<file path="config.mk">
export PLATFORM = sky130hd
export DESIGN_NAME = sysbus_flow
export DESIGN_NICKNAME = d
export VERILOG_FILES = /design/src/sysbus_pkg.sv /design/src/sysbus_flow.sv /design/src/word_fifo.sv
export SDC_FILE = /design/constraint.sdc
export NUM_CORES = 1
export LEC_CHECK = 0
export ABC_AREA = 1
export BUFFER_PORTS_ARGS = -buffer_cell sky130_fd_sc_hd__clkbuf_2
export CORE_MARGIN = 2
export CORE_UTILIZATION = 25
export CTS_CLUSTER_DIAMETER = 80
export DETAILED_ROUTE_END_ITERATION = 8
export REMOVE_ABC_BUFFERS = 1
export SYNTH_ARGS = -nofsm -noshare
export SYNTH_HDL_FRONTEND = slang
export SYNTH_SLANG_ARGS = --single-unit
</file>
<file path="constraint.sdc">
create_clock -name mclk_i -period 5.4 [get_ports mclk_i]
set_input_delay 0.81 -clock mclk_i [delete_from_list [all_inputs] [get_ports mclk_i]]
set_output_delay 0.81 -clock mclk_i [all_outputs]
set_load 0.1 [all_outputs]
</file>
<file path="src/sysbus_pkg.sv">
// shared constants and types for the system bus transaction logic
package sysbus_pkg;
  localparam int AD_W = 32;
  localparam int CMD_W = 5;
  localparam int CNT_W = 4;
  localparam int FIFO_DEPTH = 16;
  // command bus field positions
  localparam int CMD_DATA_BIT = 4;
  localparam int CMD_WRITE_BIT = 3;
  localparam int CMD_BLOCK_BIT = 2;
  localparam int ID_MORE_BIT = 3;
  localparam int ID_NOTRSP_BIT = 2;
  localparam int ID_ERR_BIT = 1;
  // processor data identifiers: good data, checking disabled
  localparam logic [CMD_W-1:0] ID_MORE = 5'h19;
  localparam logic [CMD_W-1:0] ID_LAST = 5'h11;
  localparam logic [CMD_W-1:0] CMD_IDLE = 5'h00;
  // block size codes
  localparam logic [1:0] BLK_2 = 2'h0;
  localparam logic [1:0] BLK_4 = 2'h1;
  localparam logic [CNT_W-1:0] WORDS_1 = 4'h1;
  localparam logic [CNT_W-1:0] WORDS_2 = 4'h2;
  localparam logic [CNT_W-1:0] WORDS_4 = 4'h4;
  localparam logic [CNT_W-1:0] WORDS_8 = 4'h8;
  // outgoing rate patterns
  localparam logic RATE_D = 1'b0;
  localparam logic RATE_DXX = 1'b1;
  localparam logic [1:0] DXX_IDLE = 2'h2;
  localparam logic [1:0] NO_IDLE = 2'h0;
  // bus taken back this many cycles after the agent request drops
  localparam logic [1:0] RETAKE_CYC = 2'h2;
  localparam logic [1:0] ONE2 = 2'h1;
  typedef enum logic [2:0] {
    ST_MASTER = 3'b000,
    ST_ADDR = 3'b001,
    ST_WDATA = 3'b010,
    ST_SLAVE = 3'b011,
    ST_RETAKE = 3'b100
  } bus_state_t;
endpackage

</file>
<file path="src/sysbus_flow.sv">
// processor-side transaction logic of the multiplexed system bus
`timescale 1ns/100ps
module sysbus_flow
  import sysbus_pkg::*;
(
  // clock and reset
  input wire logic mclk_i,
  input wire logic reset_i,
  // multiplexed bus, split into in/out/enable
  input wire logic [sysbus_pkg::AD_W-1:0] addr_data_bus_i,
  output logic [sysbus_pkg::AD_W-1:0] addr_data_bus_o,
  output logic addr_data_bus_oe_o,
  input wire logic [sysbus_pkg::CMD_W-1:0] command_bus_i,
  output logic [sysbus_pkg::CMD_W-1:0] command_bus_o,
  output logic command_bus_oe_o,
  // handshake pins
  output logic proc_valid_n_o,
  output logic proc_owns_bus_n_o,
  output logic proc_bus_request_n_o,
  input wire logic agent_valid_n_i,
  input wire logic agent_ready_n_i,
  input wire logic agent_bus_request_n_i,
  // configuration
  input wire logic proc_tx_rate_field_i,
  // processor request port
  input wire logic req_valid_i,
  input wire logic [3:0] req_cmd_i,
  input wire logic [sysbus_pkg::AD_W-1:0] req_addr_i,
  output logic req_ack_o,
  // outgoing write data
  input wire logic wr_valid_i,
  output logic wr_ready_o,
  input wire logic [sysbus_pkg::AD_W-1:0] wr_data_i,
  // read response out
  output logic rsp_valid_o,
  output logic [sysbus_pkg::AD_W-1:0] rsp_data_o,
  output logic rsp_last_o,
  output logic bus_error_o,
  // interrupt write out
  output logic intr_write_o,
  output logic [sysbus_pkg::AD_W-1:0] intr_data_o
);
  import sysbus_pkg::*;

  typedef struct packed {
    bus_state_t state;
    logic rdy_prev;
    logic rd_pend;
    logic wr_pend;
    logic err;
    logic [CNT_W-1:0] cnt;
    logic [1:0] gap;
    logic [AD_W-1:0] ad;
    logic ad_oe;
    logic [CMD_W-1:0] cmd;
    logic cmd_oe;
    logic proc_valid_n_n;
    logic owns_n;
    logic proc_bus_request_n_n;
    logic ack;
    logic rsp_v;
    logic [AD_W-1:0] rsp_d;
    logic rsp_last;
    logic berr;
    logic iwr;
    logic [AD_W-1:0] idata;
  } flow_t;

  flow_t s_r, s_nxt;
  logic rdy, dcyc, acyc, last, pop;
  logic wq_valid;
  logic [AD_W-1:0] wq_data;

  function automatic logic [CNT_W-1:0] words_of(input logic [3:0] c);
    if (!c[CMD_BLOCK_BIT]) begin
      return WORDS_1;
    end else if (c[1:0] == BLK_2) begin
      return WORDS_2;
    end else if (c[1:0] == BLK_4) begin
      return WORDS_4;
    end
    return WORDS_8;
  endfunction

  // write data is staged in a fifo; the rate pattern stalls whenever the fifo runs empty
  word_fifo #(.WIDTH(AD_W), .DEPTH(FIFO_DEPTH)) wq (
    .clk_i(mclk_i),
    .rst_i(reset_i),
    .in_valid_i(wr_valid_i),
    .in_ready_o(wr_ready_o),
    .in_data_i(wr_data_i),
    .out_valid_o(wq_valid),
    .out_ready_i(pop),
    .out_data_o(wq_data)
  );

  assign rdy = !agent_ready_n_i;
  assign dcyc = !agent_valid_n_i && command_bus_i[CMD_DATA_BIT];
  assign acyc = !agent_valid_n_i && !command_bus_i[CMD_DATA_BIT];
  assign last = !command_bus_i[ID_MORE_BIT];
  assign pop = (s_r.state == ST_WDATA) && (s_r.gap == NO_IDLE) && (s_r.cnt != '0)
    && wq_valid;

  always_comb begin
    s_nxt = s_r;
    s_nxt.rdy_prev = rdy;
    s_nxt.ack = 1'b0;
    s_nxt.rsp_v = 1'b0;
    s_nxt.berr = 1'b0;
    s_nxt.iwr = 1'b0;
    s_nxt.proc_bus_request_n_n = 1'b1;
    case (s_r.state)
      ST_MASTER: begin
        if (!agent_bus_request_n_i) begin
          s_nxt.state = ST_SLAVE;
          s_nxt.owns_n = 1'b1;
          s_nxt.ad_oe = 1'b0;
          s_nxt.cmd_oe = 1'b0;
          s_nxt.proc_valid_n_n = 1'b1;
        end else if (req_valid_i && !s_r.rd_pend) begin
          s_nxt.state = ST_ADDR;
          s_nxt.ad = req_addr_i;
          s_nxt.cmd = {1'b0, req_cmd_i};
          s_nxt.proc_valid_n_n = 1'b0;
          s_nxt.cnt = words_of(req_cmd_i);
        end
      end
      ST_ADDR: begin
        if (s_r.rdy_prev && rdy) begin
          s_nxt.ack = 1'b1;
          s_nxt.proc_valid_n_n = 1'b1;
          if (s_r.cmd[CMD_WRITE_BIT]) begin
            s_nxt.state = ST_WDATA;
            s_nxt.gap = NO_IDLE;
          end else begin
            // read issued: hand the bus over for the response
            s_nxt.state = ST_SLAVE;
            s_nxt.rd_pend = 1'b1;
            s_nxt.owns_n = 1'b1;
            s_nxt.ad_oe = 1'b0;
            s_nxt.cmd_oe = 1'b0;
          end
        end else if (!agent_bus_request_n_i && !rdy) begin
          // killed or held off while the agent wants the bus; retried later
          s_nxt.state = ST_SLAVE;
          s_nxt.owns_n = 1'b1;
          s_nxt.ad_oe = 1'b0;
          s_nxt.cmd_oe = 1'b0;
          s_nxt.proc_valid_n_n = 1'b1;
        end
        // otherwise the same address cycle repeats
      end
      ST_WDATA: begin
        s_nxt.proc_valid_n_n = 1'b1; // idle cycles keep the old data
        if (s_r.gap != NO_IDLE) begin
          s_nxt.gap = 2'(s_r.gap - ONE2);
        end else if (s_r.cnt == '0) begin
          s_nxt.state = ST_MASTER;
        end else if (wq_valid) begin
          s_nxt.ad = wq_data;
          s_nxt.cmd = (s_r.cnt == WORDS_1) ? ID_LAST : ID_MORE;
          s_nxt.proc_valid_n_n = 1'b0;
          s_nxt.cnt = CNT_W'(s_r.cnt - WORDS_1);
          s_nxt.gap = (proc_tx_rate_field_i == RATE_DXX) ? DXX_IDLE : NO_IDLE;
        end
      end
      ST_SLAVE: begin
        // own request while the agent keeps the bus
        s_nxt.proc_bus_request_n_n = !(req_valid_i && !agent_bus_request_n_i);
        if (acyc && command_bus_i[CMD_WRITE_BIT]) begin
          s_nxt.wr_pend = 1'b1;
        end else if (dcyc && s_r.wr_pend) begin
          // any address lands on the interrupt inputs
          s_nxt.wr_pend = 1'b0;
          s_nxt.iwr = 1'b1;
          s_nxt.idata = addr_data_bus_i;
        end else if (dcyc && s_r.rd_pend) begin
          s_nxt.rsp_v = 1'b1;
          s_nxt.rsp_d = addr_data_bus_i;
          s_nxt.rsp_last = last;
          s_nxt.err = s_r.err | command_bus_i[ID_ERR_BIT];
          if (last) begin
            s_nxt.rd_pend = 1'b0;
            s_nxt.err = 1'b0;
            s_nxt.berr = s_r.err | command_bus_i[ID_ERR_BIT];
            if (agent_bus_request_n_i) begin
              s_nxt.state = ST_MASTER;
              s_nxt.owns_n = 1'b0;
              s_nxt.ad_oe = 1'b1;
              s_nxt.cmd_oe = 1'b1;
              s_nxt.cmd = CMD_IDLE;
            end
          end
        end else if (!s_r.rd_pend && !s_r.wr_pend && agent_bus_request_n_i) begin
          s_nxt.state = ST_RETAKE;
          s_nxt.gap = 2'(RETAKE_CYC - RETAKE_CYC);
        end
      end
      ST_RETAKE: begin
        if (s_r.gap != NO_IDLE) begin
          s_nxt.gap = 2'(s_r.gap - ONE2);
        end else begin
          s_nxt.state = ST_MASTER;
          s_nxt.owns_n = 1'b0;
          s_nxt.ad_oe = 1'b1;
          s_nxt.cmd_oe = 1'b1;
          s_nxt.cmd = CMD_IDLE;
        end
      end
      default: begin
        s_nxt.state = ST_MASTER;
      end
    endcase
  end

  always_ff @(posedge mclk_i) begin
    if (reset_i) begin
      s_r <= '0;
      s_r.state <= ST_MASTER;
      s_r.ad_oe <= 1'b1;
      s_r.cmd_oe <= 1'b1;
      s_r.proc_valid_n_n <= 1'b1;
      s_r.proc_bus_request_n_n <= 1'b1;
    end else begin
      s_r <= s_nxt;
    end
  end

  assign addr_data_bus_o = s_r.ad;
  assign addr_data_bus_oe_o = s_r.ad_oe;
  assign command_bus_o = s_r.cmd;
  assign command_bus_oe_o = s_r.cmd_oe;
  assign proc_valid_n_o = s_r.proc_valid_n_n;
  assign proc_owns_bus_n_o = s_r.owns_n;
  assign proc_bus_request_n_o = s_r.proc_bus_request_n_n;
  assign req_ack_o = s_r.ack;
  assign rsp_valid_o = s_r.rsp_v;
  assign rsp_data_o = s_r.rsp_d;
  assign rsp_last_o = s_r.rsp_last;
  assign bus_error_o = s_r.berr;
  assign intr_write_o = s_r.iwr;
  assign intr_data_o = s_r.idata;

  logic slv_rd;
  assign slv_rd = (s_r.state == ST_SLAVE) && s_r.rd_pend && dcyc && !s_r.wr_pend;
endmodule // sysbus_flow

</file>
<file path="src/word_fifo.sv">
// synchronous word fifo with valid/ready on both sides
`timescale 1ns/100ps
module word_fifo #(
  parameter int WIDTH = 32,
  parameter int DEPTH = 16
) (
  // clock and reset
  input wire logic clk_i,
  input wire logic rst_i,
  // fill side
  input wire logic in_valid_i,
  output logic in_ready_o,
  input wire logic [WIDTH-1:0] in_data_i,
  // drain side
  output logic out_valid_o,
  input wire logic out_ready_i,
  output logic [WIDTH-1:0] out_data_o
);
  localparam int AW = $clog2(DEPTH);
  logic [WIDTH-1:0] mem_r [DEPTH];
  logic [AW-1:0] wp_r, rp_r;
  logic [AW:0] cnt_r, cnt_nxt;
  logic room_r;
  logic push, pop;
  // registered so the fill side sees a flop, not a compare
  assign in_ready_o = room_r;
  assign out_valid_o = (cnt_r != '0);
  assign out_data_o = mem_r[rp_r];
  assign push = in_valid_i && in_ready_o;
  assign pop = out_valid_o && out_ready_i;
  assign cnt_nxt = (AW+1)'(cnt_r + {{AW{1'b0}}, push} - {{AW{1'b0}}, pop});
  always_ff @(posedge clk_i) begin
    if (push) begin
      mem_r[wp_r] <= in_data_i;
    end
    if (rst_i) begin
      wp_r <= '0;
      rp_r <= '0;
      cnt_r <= '0;
      room_r <= 1'b1;
    end else begin
      if (push) begin
        wp_r <= AW'(wp_r + 1'b1);
      end
      if (pop) begin
        rp_r <= AW'(rp_r + 1'b1);
      end
      cnt_r <= cnt_nxt;
      room_r <= (cnt_nxt != DEPTH[AW:0]);
    end
  end
endmodule // word_fifo

</file>
==> results of run 1 <==
[critical path: cells and delay by family (launching register included)]
family / cells / cell delay (ns)
XOR/XNOR: 1 / 0.14
buffers and inverters: 4 / 0.31
adder cells (fa/ha/maj): 3 / 0.88
AND/OR/NAND/NOR: 6 / 1.43
flip-flops: 1 / 0.38
[cells in the mapped netlist (2+ instances only)]
master,instances
ha_1,15
nand2_1,878
dfxtp_1,141
o21a_1,2
nor3_1,7
o21ai_1,7
o22ai_1,2
nand4_1,6
clkbuf_1,77
xnor2_1,2
inv_1,294
a21oi_1,60
nor2_2,2
buf_2,38
nand3_1,376
o21ai_0,111
edfxtp_1,512
nor2_1,186
inv_2,11
xor2_1,2
or2_2,32
buf_1,31
buf_4,103
nor2_8,2
[flip-flops by register name, indices dropped and copies added (netlist names), named ones only]
name                  count
s_r                      13
rsp_valid_o               1
wq.in_ready_o             1
bus_error_o               1
proc_valid_n_o            1
command_bus_oe_o          1
wq.mem_r                512
wq.cnt_r                  5
intr_write_o              1
intr_data_o              32
wq.wp_r                   4
addr_data_bus_o          32
rsp_data_o               32
command_bus_o             5
rsp_last_o                1
proc_bus_request_n_o      1
proc_owns_bus_n_o         1
req_ack_o                 1
wq.rp_r                   4
[layout make-up]
class | instances | area [sq um] | area share, %
antenna | 3 | 7.507 | 0.02315
clock buffer | 93 | 1933 | 5.962
sequential | 653 | 18210 | 56.16
clock inverter | 41 | 310.3 | 0.9569
timing repair buffer | 256 | 1366 | 4.214
multi-input combinational | 1701 | 7566 | 23.33
inverter | 305 | 1156 | 3.565
tap | 1500 | 1877 | 5.788
[worst paths after layout]
path,start,end,slack (ns),depth (start not counted)
worst min register to register,wq.rp_r[3],register,0.43,1
worst max-delay path,s_r[122],wq.in_ready_o,2.16,14
worst min-delay path,agent_ready_n_i,s_r[120],0.39,2
worst max register to register,s_r[122],wq.in_ready_o,2.16,14
[power groups by stage]
stage          Sequential (W)  Combinational (W)  Clock, W
4_1_cts               0.00595            0.00362   0.00479
3_5_place_dp          0.00606            0.00361         0
5_1_grt               0.00599            0.00393   0.00498
3_3_place_gp          0.00605            0.00357         0
6_report              0.00595            0.00358   0.00469
2_1_floorplan         0.00715            0.00160         0
[stage by stage]
stage	cells	TNS [ns]	power (W)
final	4552	0	0.01422
after global routing	4551	0	0.01490
after CTS	4549	0	0.01436
after detailed placement	4415	0	0.009666
after global placement	4415	0	0.009617
after floorplan	2659	-199.52	0.008749
[kinds of logic after synthesis]
group / after synthesis
and+or+nand+nor: 1495
DFF: 653
buffers and inverters: 555
AOI/OAI and AO/OA: 186
adders and majority gates: 16
xor gates and xnor gates: 4
[layer usage]
metal	part of all wire, %	global-route usage, %	vias up
met5	0.046	0	-
met4	3.6	5.199	6
met3	4.9	1.781	145
met2	49	20.96	522
met1	43	15.67	9094
li1	-	-	9562
==> metrics.cfg, run 1 <==
[status]
status=finished, final reports clean

[setup_path]
cpPeakStageDelay_ns=0.63
cpMaxStageDelayCell=nor3_4
path_class=register to register
crit_path_max_fanout=19
critPathCaptureType=register
path_cells=inv_2 -> nor3_4 -> nand2_1 -> nor2_2 -> ha_1 -> inv_1 -> ha_1 -> inv_1 -> fa_1 -> xnor2_1 -> inv_1 -> nand3_1 -> nor2_1 -> nand2_1
arrival_ns=3.73
cp.required_ns=5.88
crit_top_cell=inv_1
startpoint_type=register

[placement]
post-place-ws_ns=1.992
dpl_cell_area_sq_um=30180
port_buffers=222
place_congestion=0.7991
dp_hpwl_microns=41430

[synth]
yosys.area_share.simple_pct=22.20
synth_top_area_cell=edfxtp_1
synthMuxAreaShare_pct=0
synth_adder_area_share_pct=0.7374
synth_seq_cells=653
ys.flop_type=edfxtp_1
yosysSeqAreaShare_pct=64.60
synth_edf_count=512
synth_compound_area_share_pct=3.371
synth_top_family_by_area=simple AND/OR/NAND/NOR gates
netlist_top_cells_area=edfxtp_1 (55%), nand2_1 (12%), dfxtp_1 (10%), nand3_1 (6.7%), inv_1 (3.9%)
syn-cell-area_sq_um=28170
avgSynthCellArea_sq_um=9.683
postSynthCellCount=2909
synth_top_area_share_pct=54.58
async_flop_share_pct=0
synthXorXnorAreaFrac_pct=0.1244
ys_types=36
yosysWarnings=0

[final_layout]
final_common_cell=nand2_1
final_util_pct=28.90
final_cell_mix=nand2_1 (878), edfxtp_1 (512), nand3_1 (376), inv_1 (290), clkbuf_2 (222)
nets=3120
drive_gt1_share_pct=14.30
synthToLayoutAreaGrowth_pct=15.12
fill_cells=11620
design_area_sq_um=32430

[run]
drv_cap=0

[timing]
hold_ws_ns=0.3944
finalCritPeriodShare_pct=60.04
tightest_slew_ns=1.161
fin_skew_ns=0.03225
fmax_ghz=0.3084
post-route-min-period_ns=3.242
rsz0062_at_grt=false
finalHoldViolCount=0
slew_headroom_pct=22.41
setup_viol=0
setup_ws_ns=2.158
final_max_slew_viol_count=0

[global_route]
grt_use_total_pct=12.34
antenna_found_initial=10
grt_overflow=0
grt_pass1_wl_microns=110300
grt_pass1_vias=18290
grt_max_degree=139

[drt]
drc=0
ant_nets=0
first_pass_iters=5
drt_iter0_drc=1463
avgViaCountPerCell=4.246
vias=19330
detail_route.wl_per_cell_microns=16.07
routed_wl_microns=73130

[floorplan]
die_x_microns=339.7
dieHeight_microns=339.7
die_area_sq_um=115400
core_sq_um=112200
ioPinCount=225
initial_core_util_pct=25.11
fp-row-count=123

[clock_tree]
cts_resized=0
post_cts_buffers=0
cts_tree=built
clk_latency_ns=0.62
clk_pin_slew_ns=0.06
root_buffer=clkbuf_16
cts_buffers=74
cts_hold_buffers=0
cts_num_sinks=653
ctsHtreeMaxLevel=3
clockBufferDepth=3

[power_and_ir_drop]
p_per_area_nw_per_um2=438.5
p_leak_nw=13.33
swShare_pct=35.31
ir_drop_mv=0.2212
seq_power_share_pct=41.8
combinationalPowerShare_pct=25.2
netSwitchingPower_w=0.005021
p_clk_share_pct=33.0
intPower_w=0.009198

[worst_hold_path]
min_path_type=input pin to register

Power figures use the tool's default switching activity.
==> inputs of run 2 (changes only) <==
- clock period: 5.4 -> 2.7 ns (I/O delays scaled with it)
==> run 2 against run 1 <==
Effect of this change:
- fmax grew 34%
- wire length up 0.19%
- via count is 0.16% higher
- register-to-register slack lost 1.9 ns
- power is 100% higher
- global-route usage barely moved
- final cell count grew 0.44%
- sequential cell count unchanged
- largest power group unchanged
==> metrics.cfg, run 2 (synthesized netlist as in run 1, its figures left out) <==
[setup_path]
cp.required_ns=3.18  ; -2.70 ns
critPathCaptureType=register
crit_path_max_fanout=3  ; -16
startpoint_type=register
path_class=register to register
arrival_ns=2.90  ; -0.83 ns

[power_and_ir_drop]
swShare_pct=34.67  ; -0.64 points
p_leak_nw=13.54  ; +1.6%
p_per_area_nw_per_um2=865.2  ; +97%
p_clk_share_pct=32.6  ; -0.4 points
netSwitchingPower_w=0.009881  ; +97%
seq_power_share_pct=41.8  ; about the same
ir_drop_mv=0.5332  ; +140%
combinationalPowerShare_pct=25.6  ; +0.4 points
intPower_w=0.01862  ; +100%

[floorplan]
ioPinCount=225  ; unchanged
die_area_sq_um=115400  ; unchanged
core_sq_um=112200  ; unchanged
fp-row-count=123  ; unchanged
initial_core_util_pct=25.11  ; unchanged
dieHeight_microns=339.7  ; unchanged
die_x_microns=339.7  ; unchanged

[worst_hold_path]
min_path_type=input pin to register

[placement]
placed_cells=4443  ; +0.63%
post-place-ws_ns=0.2252  ; -1.767 ns
port_buffers=222  ; unchanged
dp_hpwl_microns=42670  ; +3.0%
place_congestion=0.7954  ; -0.46%
dpl_cell_area_sq_um=30670  ; +1.7%

[global_route]
met2_usage_pct=21.73  ; +0.77 points
grt_pass1_vias=18590  ; +1.6%
grt.met3_usage_pct=1.865  ; +0.084 points
grt_overflow=0  ; unchanged
grt_max_degree=92  ; -34%
antenna_found_initial=9  ; -1
use_met1_pct=15.41  ; -0.26 points
grt-busiest-layer=met2
grt_pass1_wl_microns=110900  ; +0.55%
grt_use_total_pct=12.36  ; +0.019 points

[clock_tree]
cts_buffers=68  ; -8.1%
root_buffer=clkbuf_16
clk_latency_ns=0.63  ; about the same
clockBufferDepth=3  ; unchanged
clk_pin_slew_ns=0.06  ; about the same
cts_tree=built
ctsHtreeMaxLevel=3  ; unchanged
cts_num_sinks=653  ; unchanged

[drt]
drt_iter0_drc=1369  ; -6.4%
first_pass_iters=5  ; unchanged
drc=0  ; unchanged
routed_wl_microns=73270  ; +0.19%
ant_nets=0  ; unchanged
vias=19360  ; +0.16%
avgViaCountPerCell=4.234  ; -0.28%
detail_route.wl_per_cell_microns=16.03  ; -0.25%

[final_layout]
nets=3146  ; +0.83%
layout.cells.non_filler=4572  ; +0.44%
drive_gt1_share_pct=14.88  ; +0.58 points
synthToLayoutAreaGrowth_pct=16.93
largest_register=wq.mem_r
largest_reg_flops=512  ; unchanged
final_cell_mix=nand2_1 (878), edfxtp_1 (512), nand3_1 (376), inv_1 (290), clkbuf_2 (222)
design_area_sq_um=32940  ; +1.6%
final_util_pct=29.36  ; +0.46 points
final_common_cell=nand2_1

[timing]
finalCritPeriodShare_pct=89.65  ; +30 points
setup_viol=0  ; unchanged
tightest_slew_ns=0.8736  ; -0.2874 ns
finalHoldViolCount=0  ; unchanged
rsz0062_at_grt=false
slew_headroom_pct=41.68  ; +19 points
fmax_ghz=0.4131  ; +34%
final_max_slew_viol_count=0  ; unchanged
fin_skew_ns=0.04465  ; +0.01240 ns
setup_ws_ns=0.2795  ; -1.878 ns
hold_ws_ns=0.03404  ; -0.3604 ns
post-route-min-period_ns=2.420  ; -0.8216 ns

[status]
status=finished, final reports clean

[run]
drv_cap=0  ; unchanged

[run 2: metrics by stage]
step | setup TNS, ns | power [W]
floorplan | -571.01 | 0.01750
global placement | 0 | 0.01939
detailed placement | 0 | 0.01948
CTS | 0 | 0.02881
global route | 0 | 0.02993
finish | 0 | 0.02850
[run 2: power by group through the flow]
stage	Clock [W]	Combinational (W)	Sequential, W
floorplan	0	0.00320	0.0143
detailed placement	0	0.00735	0.0121
global placement	0	0.00726	0.0121
finish	0.00928	0.00731	0.0119
global route	0.00988	0.00805	0.0120
CTS	0.00951	0.00737	0.0119
[run 2: area by class of cell]
cell class / instances / area, sq um
antenna: 1 / 2.502
clock buffer: 84 / 1813
clock inverter: 40 / 399.1
fill: 11520 / 79250
inverter: 305 / 1156
multi-input combinational: 1701 / 7576
sequential: 653 / 18210
tap: 1500 / 1877
timing repair buffer: 288 / 1904
[run 2: routing by layer]
layer | routed length, microns | vias to the layer above
met5 | 90 | -
met4 | 1806 | 14
met3 | 3381 | 119
met2 | 36670 | 452
met1 | 31320 | 9158
li1 | - | 9616
[run 2: critical path, cell delays in order (launching register included)]
cell,delay [ns]
dfxtp_1,0.35
inv_1,0.08
ha_1,0.23
nand2_1,0.10
nand2_1,0.08
nor2_2,0.12
ha_1,0.24
inv_1,0.05
ha_1,0.15
inv_1,0.06
fa_2,0.38
xnor2_1,0.14
inv_1,0.08
nand3_1,0.07
nor2_1,0.12
nand2_1,0.06
[run 2: worst paths after layout]
kind / start / to / slack, ns / depth (start not counted)
min reg2reg: wq.rp_r[3] / register / 0.45 / 1
min: addr_data_bus_i[5] / rsp_data_o[5] / 0.03 / 3
max: s_r[113] / wq.in_ready_o / 0.28 / 15
max reg2reg: s_r[113] / wq.in_ready_o / 0.28 / 15
[run 2: what timing repair did]
item,in CTS,in global routing
hold endpoints to repair,4,0
hold buffers,4,0
gates resized for setup,0,4
setup buffers,0,0
endpoints found under the setup margin,0,2
